## src/hdl/stack_frame_pkg.sv

```systemverilog
package stack_frame_pkg;
  localparam int                NUM_LOCAL    = 64;
  localparam logic [4:0]        FL_MAX       = 5'h10;
  localparam logic [3:0]        FL_CALL      = 4'h6;
  localparam logic [3:0]        FL_EXC       = 4'h2;
  localparam logic [3:0]        FL_RESET     = 4'h6;
  localparam logic signed [7:0] DEPTH_RESET  = 8'sh06;
  localparam logic signed [7:0] RESERVE      = 8'sh0A;
  localparam logic signed [7:0] DEPTH_CAP    = 8'sh40;
  localparam logic [5:0]        FP_RESET     = 6'h00;
  localparam logic [31:0]       WORD_BYTES   = 32'h0000_0004;
  localparam logic [31:0]       SP_RESET     = 32'h0000_0000;
  localparam logic [31:0]       LIMIT_RESET  = 32'hFFFF_FFFF;
  localparam logic [3:0]        ADDR_STACK_TOP = 4'h0;
  localparam logic [3:0]        ADDR_LIMIT     = 4'h4;
  localparam logic [3:0]        ADDR_STATUS    = 4'h8;
  localparam int                ST_FP_LSB    = 0;
  localparam int                ST_FL_LSB    = 8;
  localparam int                ST_DEPTH_LSB = 16;
  localparam int                ST_BUSY_BIT  = 24;

  typedef enum logic [2:0] {
    OP_CALL    = 3'h0,
    OP_TRAP    = 3'h1,
    OP_SOFT    = 3'h2,
    OP_EXC     = 3'h3,
    OP_FRAME   = 3'h4,
    OP_RELEASE = 3'h5
  } op_kind_t;

  typedef enum logic [2:0] {
    ST_IDLE = 3'b001,
    ST_PUSH = 3'b010,
    ST_PULL = 3'b100
  } mgr_state_t;
endpackage : stack_frame_pkg

```

## src/hdl/spill_if.sv

```systemverilog
`timescale 1ns/1ps
`default_nettype none
interface spill_if;
  logic        req;
  logic        we;
  logic [31:0] addr;
  logic [31:0] wdata;
  logic        done;
  logic [31:0] rdata;
  modport mgr  (output req, output we, output addr, output wdata, input done, input rdata);
  modport port (input req, input we, input addr, input wdata, output done, output rdata);
endinterface : spill_if
`default_nettype wire

```

## src/hdl/local_reg_bank.sv

```systemverilog
`timescale 1ns/1ps
`default_nettype none
module local_reg_bank (
  input  wire logic        i_core_clk,
  input  wire logic        i_wr_a_en,
  input  wire logic [5:0]  i_wr_a_addr,
  input  wire logic [31:0] i_wr_a_data,
  input  wire logic        i_wr_b_en,
  input  wire logic [5:0]  i_wr_b_addr,
  input  wire logic [31:0] i_wr_b_data,
  input  wire logic [5:0]  i_rd_a_addr,
  output logic [31:0]      o_rd_a_data,
  input  wire logic [5:0]  i_rd_b_addr,
  output logic [31:0]      o_rd_b_data
);
  // Data only, no reset: software never reads a slot before writing it
  logic [31:0] store [stack_frame_pkg::NUM_LOCAL];

  assign o_rd_a_data = store[i_rd_a_addr];
  assign o_rd_b_data = store[i_rd_b_addr];

  always_ff @(posedge i_core_clk) begin
    if (i_wr_a_en) begin
      store[i_wr_a_addr] <= i_wr_a_data;
    end
    if (i_wr_b_en) begin
      store[i_wr_b_addr] <= i_wr_b_data;
    end
  end
endmodule : local_reg_bank
`default_nettype wire

```

## src/hdl/mem_spill_port.sv

```systemverilog
`timescale 1ns/1ps
`default_nettype none
module mem_spill_port (
  input  wire logic        i_core_clk,
  input  wire logic        i_resetn,
  spill_if.port            spill,
  output logic             o_mem_req,
  output logic             o_mem_we,
  output logic [31:0]      o_mem_addr,
  output logic [31:0]      o_mem_wdata,
  input  wire logic        i_mem_ack,
  input  wire logic [31:0] i_mem_rdata
);
  logic        busy_reg;
  logic        we_reg;
  logic [31:0] addr_reg;
  logic [31:0] wdata_reg;
  logic        start;

  assign start       = spill.req & ~busy_reg;
  assign spill.done  = busy_reg & i_mem_ack;
  assign spill.rdata = i_mem_rdata;
  assign o_mem_req   = busy_reg;
  assign o_mem_we    = we_reg;
  assign o_mem_addr  = addr_reg;
  assign o_mem_wdata = wdata_reg;

  always_ff @(posedge i_core_clk or negedge i_resetn) begin
    if (!i_resetn) begin
      busy_reg  <= 1'b0;
      we_reg    <= 1'b0;
      addr_reg  <= 32'h0000_0000;
      wdata_reg <= 32'h0000_0000;
    end else begin
      busy_reg <= start | (busy_reg & ~i_mem_ack);
      if (start) begin
        we_reg    <= spill.we;
        addr_reg  <= spill.addr;
        wdata_reg <= spill.wdata;
      end
    end
  end
endmodule : mem_spill_port
`default_nettype wire

```

## src/hdl/register_stack_frame_manager.sv

```systemverilog
// The register offsets and strobed register access were chosen for this implementation.
`timescale 1ns/1ps
`default_nettype none
// Behaviour
// - Register part of the stack is 64 local registers in one circular buffer.
// - Current frame always stays wholly resident in the local registers.
// - Frame base marks frame register zero; size field counts up to 16.
// - Stack grows upward; memory part is checked against the upper limit.
// - Invoke, trap and software op advance base and set size to six.
// - Invoke advances base by destination code; destination becomes register zero.
// - Exception advances base by current size, then sets size to two.
// - Reshape lowers base by second operand, loads size from first operand.
// - Reshape guarantees ten free local registers beyond the new frame.
// - Shortfall against size plus ten is pushed to the memory stack.
// - After that push, trap when the old stack top exceeded the limit.
// - Release restores preceding frame, pulling any missing part from memory.
// - At size sixteen, destination code zero means the register past fifteen.
// - Supervisor frames stack onto the same stack as user frames.
// - Physical index is base plus register code, modulo 64.
module register_stack_frame_manager (
  input  wire logic        i_core_clk,
  input  wire logic        i_resetn,
  input  wire logic        i_op_valid,
  input  wire logic [2:0]  i_op_kind,
  input  wire logic [3:0]  i_op_a,
  input  wire logic [3:0]  i_op_b,
  input  wire logic [5:0]  i_prev_fp,
  input  wire logic [3:0]  i_prev_fl,
  input  wire logic [31:0] i_ret_pc,
  input  wire logic [31:0] i_ret_sr,
  output logic             o_op_ready,
  input  wire logic [3:0]  i_rd_code,
  output logic [31:0]      o_rd_data,
  input  wire logic        i_wr_en,
  input  wire logic [3:0]  i_wr_code,
  input  wire logic [31:0] i_wr_data,
  output logic [5:0]       o_frame_base_pointer,
  output logic [3:0]       o_frame_size_field,
  output logic             o_frame_error,
  output logic             o_mem_req,
  output logic             o_mem_we,
  output logic [31:0]      o_mem_addr,
  output logic [31:0]      o_mem_wdata,
  input  wire logic        i_mem_ack,
  input  wire logic [31:0] i_mem_rdata,
  input  wire logic [3:0]  i_reg_addr,
  input  wire logic [31:0] i_reg_wdata,
  input  wire logic        i_reg_wr,
  input  wire logic        i_reg_rd,
  output logic [31:0]      o_reg_rdata
);
  stack_frame_pkg::mgr_state_t state_reg;
  stack_frame_pkg::mgr_state_t state_next;

  logic [5:0]        fp_reg;
  logic [5:0]        fp_next;
  logic [3:0]        fl_reg;
  logic [3:0]        fl_next;
  logic signed [7:0] depth_reg;
  logic signed [7:0] depth_next;
  logic [31:0]       sp_reg;
  logic [31:0]       sp_next;
  logic [31:0]       limit_reg;
  logic [31:0]       old_sp_reg;
  logic [6:0]        count_reg;
  logic [6:0]        count_next;
  logic              wait_reg;
  logic              err_reg;
  logic              err_next;
  logic [31:0]       rd_data_reg;
  logic [31:0]       reg_rdata_reg;
  logic [31:0]       reg_rdata_next;

  spill_if spill_bus ();

  // Operation decode
  logic idle;
  logic accept;
  logic is_call;
  logic is_exc;
  logic is_save;
  logic is_frame;
  logic is_rel;
  assign idle     = (state_reg == stack_frame_pkg::ST_IDLE);
  assign accept   = i_op_valid & idle;
  // User and supervisor frames share one stack, no privilege split
  assign is_call  = accept & ((i_op_kind == stack_frame_pkg::OP_CALL) |
                              (i_op_kind == stack_frame_pkg::OP_TRAP) |
                              (i_op_kind == stack_frame_pkg::OP_SOFT));
  assign is_exc   = accept & (i_op_kind == stack_frame_pkg::OP_EXC);
  assign is_save  = is_call | is_exc;
  assign is_frame = accept & (i_op_kind == stack_frame_pkg::OP_FRAME);
  assign is_rel   = accept & (i_op_kind == stack_frame_pkg::OP_RELEASE);

  // Effective sizes, zero field standing for sixteen
  logic [4:0] fl_eff;
  logic [4:0] dest_eff;
  logic [4:0] prev_eff;
  logic [4:0] shift_up;
  assign fl_eff   = (fl_reg == 4'h0) ? stack_frame_pkg::FL_MAX : {1'b0, fl_reg};
  assign dest_eff = (i_op_a == 4'h0 && fl_reg == 4'h0) ? stack_frame_pkg::FL_MAX
                                                         : {1'b0, i_op_a};
  assign prev_eff = (i_prev_fl == 4'h0) ? stack_frame_pkg::FL_MAX : {1'b0, i_prev_fl};
  assign shift_up = is_exc ? fl_eff : dest_eff;

  // New frame base and size
  logic [5:0] call_fp;
  logic [5:0] frame_fp;
  logic [5:0] top_now;
  logic [5:0] top_prev;
  logic [5:0] rel_drop;
  logic [5:0] bottom;
  assign call_fp  = fp_reg + {1'b0, shift_up};
  assign frame_fp = fp_reg - {2'b00, i_op_b};
  assign top_now  = fp_reg + {1'b0, fl_eff};
  assign top_prev = i_prev_fp + {1'b0, prev_eff};
  assign rel_drop = top_now - top_prev;
  // Oldest resident register; negative depth wraps above the top on purpose
  assign bottom   = top_now - depth_reg[5:0];

  assign fp_next = is_save  ? call_fp  :
                   is_frame ? frame_fp :
                   is_rel   ? i_prev_fp : fp_reg;
  assign fl_next = is_call  ? stack_frame_pkg::FL_CALL :
                   is_exc   ? stack_frame_pkg::FL_EXC  :
                   is_frame ? i_op_a                   :
                   is_rel   ? i_prev_fl : fl_reg;

  // Resident-depth bookkeeping
  logic [4:0]        nfl_eff;
  logic signed [7:0] nfl_s;
  logic signed [7:0] fl_s;
  logic signed [7:0] shift_s;
  logic signed [7:0] delta;
  logic signed [7:0] depth_op;
  logic signed [7:0] shortfall;
  logic signed [7:0] missing;
  assign nfl_eff   = (fl_next == 4'h0) ? stack_frame_pkg::FL_MAX : {1'b0, fl_next};
  assign nfl_s     = $signed({3'b000, nfl_eff});
  assign fl_s      = $signed({3'b000, fl_eff});
  assign shift_s   = is_save  ? $signed({3'b000, shift_up}) :
                     is_frame ? -$signed({4'h0, i_op_b}) : 8'sh00;
  assign delta     = is_rel ? -$signed({2'b00, rel_drop}) : (shift_s + nfl_s - fl_s);
  assign depth_op  = depth_reg + delta;
  assign shortfall = depth_op + stack_frame_pkg::RESERVE - stack_frame_pkg::DEPTH_CAP;
  assign missing   = $signed({3'b000, prev_eff}) - depth_op;

  logic go_push;
  logic go_pull;
  logic in_push;
  logic step_done;
  logic last_step;
  assign go_push   = is_frame & (shortfall > 8'sh00);
  assign go_pull   = is_rel & (missing > 8'sh00);
  assign in_push   = (state_reg == stack_frame_pkg::ST_PUSH);
  assign step_done = spill_bus.done;
  assign last_step = step_done & (count_reg == 7'h01);

  // Spill and refill steps, one word per memory handshake
  assign spill_bus.req   = ~idle & ~wait_reg;
  assign spill_bus.we    = in_push;
  assign spill_bus.addr  = in_push ? sp_reg : (sp_reg - stack_frame_pkg::WORD_BYTES);
  logic [31:0] bank_rd_a;
  logic [31:0] bank_rd_b;
  assign spill_bus.wdata = bank_rd_b;

  assign depth_next = accept    ? depth_op :
                      step_done ? (in_push ? depth_reg - 8'sh01 : depth_reg + 8'sh01) :
                      depth_reg;
  assign sp_next    = (step_done & in_push)  ? sp_reg + stack_frame_pkg::WORD_BYTES :
                      (step_done & ~in_push) ? sp_reg - stack_frame_pkg::WORD_BYTES :
                      (idle & i_reg_wr & (i_reg_addr == stack_frame_pkg::ADDR_STACK_TOP)) ?
                      i_reg_wdata : sp_reg;
  assign count_next = go_push   ? 7'(shortfall) :
                      go_pull   ? 7'(missing)   :
                      step_done ? count_reg - 7'h01 : count_reg;
  assign state_next = go_push   ? stack_frame_pkg::ST_PUSH :
                      go_pull   ? stack_frame_pkg::ST_PULL :
                      last_step ? stack_frame_pkg::ST_IDLE : state_reg;
  // Compare uses the top before the push, not after
  assign err_next   = last_step & in_push & (old_sp_reg > limit_reg);

  // Bank ports: A serves the core, refills and saved counter; B the saved status and the spill reads
  logic       pull_wr;
  logic       wr_a_en;
  logic [5:0] wr_a_addr;
  logic [31:0] wr_a_data;
  logic [5:0] rd_abs;
  assign pull_wr   = step_done & ~in_push;
  assign wr_a_en   = pull_wr | is_save | (idle & i_wr_en);
  assign wr_a_addr = pull_wr ? bottom - 6'h01 :
                     is_save ? call_fp : fp_reg + {2'b00, i_wr_code};
  assign wr_a_data = pull_wr ? spill_bus.rdata : is_save ? i_ret_pc : i_wr_data;
  assign rd_abs    = fp_reg + {2'b00, i_rd_code};

  local_reg_bank u_bank (
    .i_core_clk  (i_core_clk),
    .i_wr_a_en   (wr_a_en),
    .i_wr_a_addr (wr_a_addr),
    .i_wr_a_data (wr_a_data),
    .i_wr_b_en   (is_save),
    .i_wr_b_addr (call_fp + 6'h01),
    .i_wr_b_data (i_ret_sr),
    .i_rd_a_addr (rd_abs),
    .o_rd_a_data (bank_rd_a),
    .i_rd_b_addr (bottom),
    .o_rd_b_data (bank_rd_b)
  );

  mem_spill_port u_port (
    .i_core_clk  (i_core_clk),
    .i_resetn    (i_resetn),
    .spill       (spill_bus.port),
    .o_mem_req   (o_mem_req),
    .o_mem_we    (o_mem_we),
    .o_mem_addr  (o_mem_addr),
    .o_mem_wdata (o_mem_wdata),
    .i_mem_ack   (i_mem_ack),
    .i_mem_rdata (i_mem_rdata)
  );

  // Register bus read mux; unmapped reads answer zero
  logic [31:0] status_word;
  // Logical not stays one bit wide; depth zero-extends so a negative count spares busy
  assign status_word = (32'(!idle) << stack_frame_pkg::ST_BUSY_BIT) |
                       (32'($unsigned(depth_reg)) << stack_frame_pkg::ST_DEPTH_LSB) |
                       (32'(fl_reg) << stack_frame_pkg::ST_FL_LSB) |
                       (32'(fp_reg) << stack_frame_pkg::ST_FP_LSB);
  assign reg_rdata_next = ~i_reg_rd ? 32'h0000_0000 :
                          (i_reg_addr == stack_frame_pkg::ADDR_STACK_TOP) ? sp_reg :
                          (i_reg_addr == stack_frame_pkg::ADDR_LIMIT) ? limit_reg :
                          (i_reg_addr == stack_frame_pkg::ADDR_STATUS) ? status_word :
                          32'h0000_0000;

  always_ff @(posedge i_core_clk or negedge i_resetn) begin
    if (!i_resetn) begin
      state_reg <= stack_frame_pkg::ST_IDLE;
      fp_reg    <= stack_frame_pkg::FP_RESET;
      fl_reg    <= stack_frame_pkg::FL_RESET;
      depth_reg <= stack_frame_pkg::DEPTH_RESET;
      sp_reg    <= stack_frame_pkg::SP_RESET;
      count_reg <= 7'h00;
      wait_reg  <= 1'b0;
      err_reg   <= 1'b0;
    end else begin
      state_reg <= state_next;
      fp_reg    <= fp_next;
      fl_reg    <= fl_next;
      depth_reg <= depth_next;
      sp_reg    <= sp_next;
      count_reg <= count_next;
      wait_reg  <= spill_bus.req | (wait_reg & ~step_done);
      err_reg   <= err_next;
    end
  end

  always_ff @(posedge i_core_clk or negedge i_resetn) begin
    if (!i_resetn) begin
      limit_reg     <= stack_frame_pkg::LIMIT_RESET;
      old_sp_reg    <= stack_frame_pkg::SP_RESET;
      rd_data_reg   <= 32'h0000_0000;
      reg_rdata_reg <= 32'h0000_0000;
    end else begin
      if (i_reg_wr && i_reg_addr == stack_frame_pkg::ADDR_LIMIT) begin
        limit_reg <= i_reg_wdata;
      end
      if (go_push) begin
        old_sp_reg <= sp_reg;
      end
      rd_data_reg   <= bank_rd_a;
      reg_rdata_reg <= reg_rdata_next;
    end
  end

  assign o_op_ready           = idle;
  assign o_rd_data            = rd_data_reg;
  assign o_frame_base_pointer = fp_reg;
  assign o_frame_size_field   = fl_reg;
  assign o_frame_error        = err_reg;
  assign o_reg_rdata          = reg_rdata_reg;
endmodule : register_stack_frame_manager
`default_nettype wire

```

## config.mk

```make
export PLATFORM = sky130hd
export DESIGN_NAME = register_stack_frame_manager
export DESIGN_NICKNAME = d
export VERILOG_FILES = /design/src/hdl/stack_frame_pkg.sv /design/src/hdl/spill_if.sv /design/src/hdl/local_reg_bank.sv /design/src/hdl/mem_spill_port.sv /design/src/hdl/register_stack_frame_manager.sv
export SDC_FILE = /design/constraint.sdc
export NUM_CORES = 2
export LEC_CHECK = 0
export BUFFER_PORTS_ARGS = -buffer_cell sky130_fd_sc_hd__buf_2
export CAP_MARGIN = 20
export CORE_ASPECT_RATIO = 0.8
export CORE_MARGIN = 3
export CORE_UTILIZATION = 54
export CTS_BUF_LIST = sky130_fd_sc_hd__clkbuf_8
export DETAILED_ROUTE_END_ITERATION = 8
export PLACE_DENSITY = 0.7
export SKIP_CTS_REPAIR_TIMING = 1
export SLEW_MARGIN = 5
export SYNTH_ARGS = -nofsm -noshare
export SYNTH_HDL_FRONTEND = slang
export SYNTH_HIERARCHICAL = 1
export SYNTH_SLANG_ARGS = --single-unit
```

## constraint.sdc

```tcl
create_clock -name i_core_clk -period 13.65 [get_ports i_core_clk]
set_input_delay 1.365 -clock i_core_clk [delete_from_list [all_inputs] [get_ports i_core_clk]]
set_output_delay 1.365 -clock i_core_clk [all_outputs]
set_load 0.05 [all_outputs]
```

# --- Yosys cells after proc, flatten, opt, wreduce, memory -nomap -nowiden ---
# Memories as Yosys holds them, arrays and structs flattened. A register that Yosys moved wholly into a read port is not among the register bits.
# Index checks and enable logic that the tools add are counted.
# Widths: inputs -> output; s select.
word_totals:
  memories: 1
  ramBits: 2048
  elab_cells: 143
  register_bits: 192
classes:
  order_cmp: 3
  n_bitwise: 36
  add_sub_neg: 23
  reduce_logical: 16
  mux: 40
  n_eq_ne: 10
memory_table:
  columns: ["memory", "depth", "word_bits", "read_ports", "rd_ports_with_merged_regs", "wr", "line", "source"]
  rows:
  - ["u_bank.store", 64, 32, 2, 2, 2, "local_reg_bank.sv:17", "logic [31:0] store [stack_frame_pkg::NUM_LOCAL];"]
op_table:
  columns: ["op", "n"]
  rows:
  - ["$mux 32", 9]
  - ["$mux 8", 6]
  - ["$add 32x3->32 const B", 1]
  - ["$gt 32x32->1", 1]
  - ["$sub 32x3->32 const B", 1]
  - ["$mux 6", 5]
  - ["$mux 25", 1]
  - ["$mux 5", 5]
  - ["$or 25x12->25", 1]
  - ["$or 25x24->25", 1]
  - ["$or 25x6->25", 1]
  - ["$mux 7", 3]
  - ["$and 1x1->1", 20]
  - ["$logic_not 4->1", 5]
  - ["$add 6x5->6", 3]
  - ["$gt 8x1->1 const B", 2]
  - ["$mux 4", 4]
  - ["$add 6x4->6", 2]
  - ["$reduce_bool 3->1", 4]
  - ["$sub 6x6->6", 2]
  - ["$eq 3x2->1 const B", 3]
  - ["$mux 3", 3]
  - ["$add 8x2->8 const B", 1]
  - ["$add 8x5->8 const B", 1]
  - ["other kinds (24)", 43]

# --- Depth between registers and ports, before layout ---
logic_depth:
  ltp_word: 18
  depth_mapped: 35
  mapped_depth_nobuf: 33

# --- Modules after synthesis ---
# The synthesis kept the hierarchy.
modules_own_cells:
  columns: ["mod", "area_each_um2", "seq_area_each_um2", "cells_per_inst", "instances"]
  rows:
  - ["local_reg_bank", 120113.9, 61499.0, 7346, 1]
  - ["register_stack_frame_manager", 14305.0, 4800.9, 1662, 1]
  - ["mem_spill_port", 2966.6, 1651.6, 174, 1]

# --- Worst setup path after synthesis ---
# Ideal clock, no wire load.
synth_path:
  kind: "flip-flop to flip-flop"
  from: "register state_reg[0]"
  to: "memory u_bank.store[22][0], enable pin"
  slack_ps: 6028
  required_time_ps: 13184
  stages_incl_launch_ff: 19
  path_buffers: 3
  arrival_time_ps: 7156
  period_less_slack_ps: 7622
  path_cell_list: "dfstp_2 > nor3b_2 > and2_1 > nand2b_1 > inv_1 > and3_1 > clkbuf_1 > mux2_2 > ha_1 > fa_1 > a21o_1 > a21oi_1 > xnor2_1 > a211oi_1 > a21oi_1 > clkbuf_1 > or3b_2 > clkbuf_1 > o21ai_0"
synth_rtl:
  columns: ["item", "line", "source"]
  rows:
  - ["from (decl)", "register_stack_frame_manager.sv:52", "stack_frame_pkg::mgr_state_t state_reg;"]
  - ["from (signal assigned)", "register_stack_frame_manager.sv:237", "state_reg <= stack_frame_pkg::ST_IDLE;"]
  - ["from (signal assigned)", "register_stack_frame_manager.sv:246", "state_reg <= state_next;"]
  - ["to (decl)", "local_reg_bank.sv:17", null]

# --- Worst setup path in the final report ---
layout_path:
  from: "register state_reg[0]"
  to: "register count_reg[0]"
layout_between:
  elab_chain_cells: 18
  word_cells_on_any_way: 30
  cone_classes: "6 x add/sub; 2 x order compare; 1 x eq/ne; 11 x mux; 8 x bitwise; 2 x reduce/logical"
layout_lines:
  columns: ["item", "line", "source"]
  rows:
  - ["$eq 3x1->1 (*)", "register_stack_frame_manager.sv:84", "assign idle = (state_reg == stack_frame_pkg::ST_IDLE);"]
  - ["$and 1x1->1 (*)", "register_stack_frame_manager.sv:85", "assign accept = i_op_valid & idle;"]
  - ["$and 1x1->1", "register_stack_frame_manager.sv:93", "assign is_rel = accept & (i_op_kind == stack_frame_pkg::OP_RELEASE);"]
  - ["$mux 4", "register_stack_frame_manager.sv:127", "is_rel ? i_prev_fl : fl_reg;"]
  - ["$mux 4", "register_stack_frame_manager.sv:126", "is_frame ? i_op_a :"]
  - ["$mux 4", "register_stack_frame_manager.sv:125", "is_exc ? stack_frame_pkg::FL_EXC :"]
  - ["$mux 4", "register_stack_frame_manager.sv:124", "assign fl_next = is_call ? stack_frame_pkg::FL_CALL :"]
  - ["$logic_not 4->1", "register_stack_frame_manager.sv:138", "assign nfl_eff = (fl_next == 4'h0) ? stack_frame_pkg::FL_MAX : {1'b0, fl_next};"]
  - ["[2 not listed]", null, null]
  - ["$sub 8x6->8", "register_stack_frame_manager.sv:143", "assign delta = is_rel ? -$signed({2'b00, rel_drop}) : (shift_s + nfl_s - fl_s);"]
  - ["$mux 8", "register_stack_frame_manager.sv:143", null]
  - ["$add 8x8->8", "register_stack_frame_manager.sv:144", "assign depth_op = depth_reg + delta;"]
  - ["$add 8x5->8 / $sub 6x8->8 (equally long branches)", "register_stack_frame_manager.sv:145, register_stack_frame_manager.sv:146", null]
  - ["$sub 8x8->8 / $gt 8x1->1 (equally long branches)", "register_stack_frame_manager.sv:145, register_stack_frame_manager.sv:154", null]
  - ["$gt 8x1->1 / $and 1x1->1 (equally long branches)", "register_stack_frame_manager.sv:153, register_stack_frame_manager.sv:154", null]
  - ["$and 1x1->1 / $mux 7 (equally long branches)", "register_stack_frame_manager.sv:153, register_stack_frame_manager.sv:175", null]
  - ["$reduce_bool 3->1 (no line) / $mux 7 (equally long branches)", null, null]
  - ["to (signal assigned)", "register_stack_frame_manager.sv:251", "count_reg <= count_next;"]
  - ["to (decl)", "register_stack_frame_manager.sv:65", "logic [6:0] count_reg;"]
# Every way passes the cells marked *; elsewhere a longest branch is shown, timed or not.
# A chain may end at the register's enable or synchronous reset.

==> results by group <==
Setup path
  • Setup crit start kind: flip-flop
  • Crit. End Element: flip-flop
  • FF-to-FF Start: state_reg[0]$_DFFE_PN1P_
  • Worst path slowest cell: a311oi_2
  • CP max stage delay: slightly above 0.8 ns
  • Setup CP Type: flip-flop to flip-flop
  • Crit path arrival time: 10.65 ns
  • Max Fanout on Critical Path: 21
  • Critical path required time: 14.59 ns
  • Depth of the most critical reg-to-reg path: 30
  • Cell mode on critical path: ha_1
  • Reg2Reg Capture Point: count_reg[0]$_DFFE_PN0P_
  • Worst R2R Setup Slack: 3.93 ns

Finish
  • Fin nets: 9386
  • Biggest register: u_bank/store
  • Fillers: 19100
  • Max reg flops: roughly 2000
  • Area growth from synthesis to layout: 8.85%
  • Layout cells sized above 1: 49.4%

Route
  • DR pass1 iterations: 8
  • Post-Route WL: 515000 µm
  • Antenna-violating nets left: 0
  • DRC: 0
  • Wl on met1: 184000 µm
  • Drt wl/cell: 40.5 µm
  • Via Count: 95800
  • DR top layer: met5
  • Met2 WL post-DR: between 200000 and 250000 µm
  • Met3 wire len: roughly 85000 µm
  • DRT iter0 DRCs: 16000
  • Via density: 7.53

Logic synthesis
  • Largest family of logic cells by synthesized area: multiplexers
  • Register area share after synthesis: 49.5%
  • Post-synth cell types: 93
  • Mapped Area: between 100000 and 150000 µm²
  • Syn_area_per_cell: 15.0 µm²
  • Synth Flop Type: edfxtp_1
  • Synth Net Count: approximately 9500
  • Yosys reg bits: 2304
  • Top post-synthesis cells by area: edfxtp_1 45%, mux2_2 17%, mux4_2 16%
  • Yosys top cell by area: edfxtp_1
  • Count leader, synth: mux2_2
  • Mux cell area share after synthesis: between 30 and 40%
  • Adder-cell share of the synthesized area: 1.19%
  • Syn Inst Count: 9182
  • Ys Warns: 6
  • Post-synth EDFFs: 2048
  • Synth Area in Compound Gates: 5.28%
  • Top cells by count, synth: 2135 x mux2_2, 2048 x edfxtp_1, 1006 x mux4_2
  • Async S/R FF share, synth: 11.1%
  • Post-synth top area share: 44.8%
  • Synth Area in Simple Gates: under 10%
  • Fraction of synthesized cell area in xor and xnor cells: 0.708%

Global routing
  • Largest net degree at the start of global routing: roughly 140
  • Initial antenna violation count: 34
  • Total grt overflow: 0
  • First-pass GRT wire length: 716000 µm
  • Vias in the first global route: 93300
  • GR Util All Layers: 38.7%

Placed design
  • Buffers on Ports: 341
  • DP HPWL: 313000 µm
  • GPL Wtd Cong: 0.959

Timing
  • RSZ-0062 raised after global routing: false
  • Min Tclk post-route: 9.72 ns
  • Setup violators final: 0
  • Fmax: 103 MHz
  • Final worst-path cycle share: roughly 71%
  • Skew final: 0.0636 ns
  • Slew Limit Fails: 0
  • Slew Limit Headroom: 1.18%
  • Final Hold Fails: 0
  • Total negative setup slack: 0 ns
  • Tightest Pin Transition: 1.48 ns

Floorplan
  • Die Span Y: 457 µm
  • Num ports: 342
  • Area of the core: about 250000 µm²
  • DIE AREA: ~260000 µm²
  • Num rows: 164
  • Horiz. Die Dim: 570 µm
  • Starting Density: 54.7%

CTS
  • CTS root buffer: clkbuf_8
  • Clock transition at path regs: ~0.070 ns
  • Clock Path Buffers: 4
  • Worst-Skew Late Latency: 1.06 ns
  • Sink Count: 2304
  • CTS Buf Count: 378
  • TritonCTS clock tree: yes
  • H-tree depth: 5

Run status
  • Outcome: completed

Min path
  • HP Class: input port to async pin

Job
  • Max-cap violations: 0
[logic make-up (layout without fill, tap and decap cells)]
| kind of cell | Yosys count | count (layout) |
|---|---|---|
| compound gates | 1076 | 1076 |
| xor+xnor | 111 | 111 |
| fa+ha+maj | 119 | 119 |
| buf+inv | 1289 | 1487 |
| flops | 2304 | 2304 |
| mux | 3334 | 3334 |
| other cells | 0 | 17 |
| simple gates | 949 | 949 |
[worst max path at each step]
stage | endpoint | cells after the start | slack, ns | from
after global placement | count_reg[0]$_DFFE_PN0P_ | 31 | 3.98 | i_op_valid
after detailed placement | count_reg[0]$_DFFE_PN0P_ | 30 | 3.88 | i_op_valid
after floorplan | u_bank/store[22][0]$_DFFE_PP_ | 18 | 6.03 | state_reg[0]$_DFFE_PN1P_
final | count_reg[0]$_DFFE_PN0P_ | 30 | 3.93 | state_reg[0]$_DFFE_PN1P_
after global routing | count_reg[0]$_DFFE_PN0P_ | 30 | 3.26 | state_reg[0]$_DFFE_PN1P_
after CTS | count_reg[0]$_DFFE_PN0P_ | 30 | 4.09 | state_reg[0]$_DFFE_PN1P_
[layout by cell type, fill, tap and decap left out, types with 32 or more instances in the layout]
master    netlist  routed
edfxtp_1     2048    2048
nor3_1         59      57
xnor2_1        70      64
nand2b_1       40      39
a221oi_1       77      77
a31oi_4         0      32
dfstp_2        37      37
dfrtp_1       219     219
inv_1         114     252
buf_4         114     314
clkbuf_8        0     404
o21ai_0       170     126
clkinv_1        1      64
buf_2         173     341
nand2_2         3      47
mux2_4         50      50
nor2_1        213     192
mux2i_1        94      94
nand2_1       294     249
a21oi_1       171     171
a211oi_1       49      49
a21o_1         34      34
a22oi_1        69      69
o22ai_1       202     186
a22o_1         48      48
mux4_2       1006    1006
o221ai_1       54      54
ha_1          100      99
nand3_1        71      71
mux2_2       2135    2135
mux2_1         49      49
nor2b_1        89      79
xor2_1         41      40
clkinv_2        0      45
o21ai_4         0      44
[cell type report]
class | instances | area [µm²] | area share (%)
repair buffers | 677 | 4490 | 3.00
well taps | 3320 | 4150 | 2.78
clock inverters | 289 | 1700 | 1.14
clock buffers | 404 | 5560 | 3.72
flip-flops and latches | 2304 | 68000 | 45.4
multi-input cells | 5589 | 65200 | 43.6
inverters | 117 | 462 | 0.309
diodes | 17 | 42.5 | 0.0284
[per-stage QoR]
step / setup slack (ns) / area (µm²) / util (%) / hold slack (ns) / cells
final: 3.93 / 150000 / 59.5 / 0.318 / 12700
after CTS: 4.09 / 149000 / 59.4 / 0.306 / 12700
after global placement: 3.98 / 142000 / 56.5 / 0.462 / 12000
after floorplan: 6.03 / 137000 / - / 0.452 / 9182
after global routing: 3.26 / 150000 / 59.5 / 0.336 / 12700
after detailed placement: 3.88 / 142000 / 56.5 / 0.491 / 12000
[layer usage]
| metal | global-route usage, % | vias up |
|---|---|---|
| met3 | 16.3 | 1598 |
| met5 | 0.0553 | - |
| met1 | 52.4 | 49300 |
| li1 | - | 36500 |
| met4 | 18.0 | 32 |
| met2 | 54.0 | 8371 |
[critical path, delay by kind of cell (launching register included)]
kind | cells | cell delay (ns)
buffers and inverters | 3 | 0.59
adders and majority gates | 4 | 1.48
DFF | 1 | 0.54
xor gates and xnor gates | 2 | 0.42
and+or+nand+nor | 12 | 3.71
AOI/OAI and AO/OA | 8 | 2.40
muxes | 1 | 0.42
Power is not shown: default switching activity piles up to over one toggle a cycle in this logic, so the estimate is an artifact.
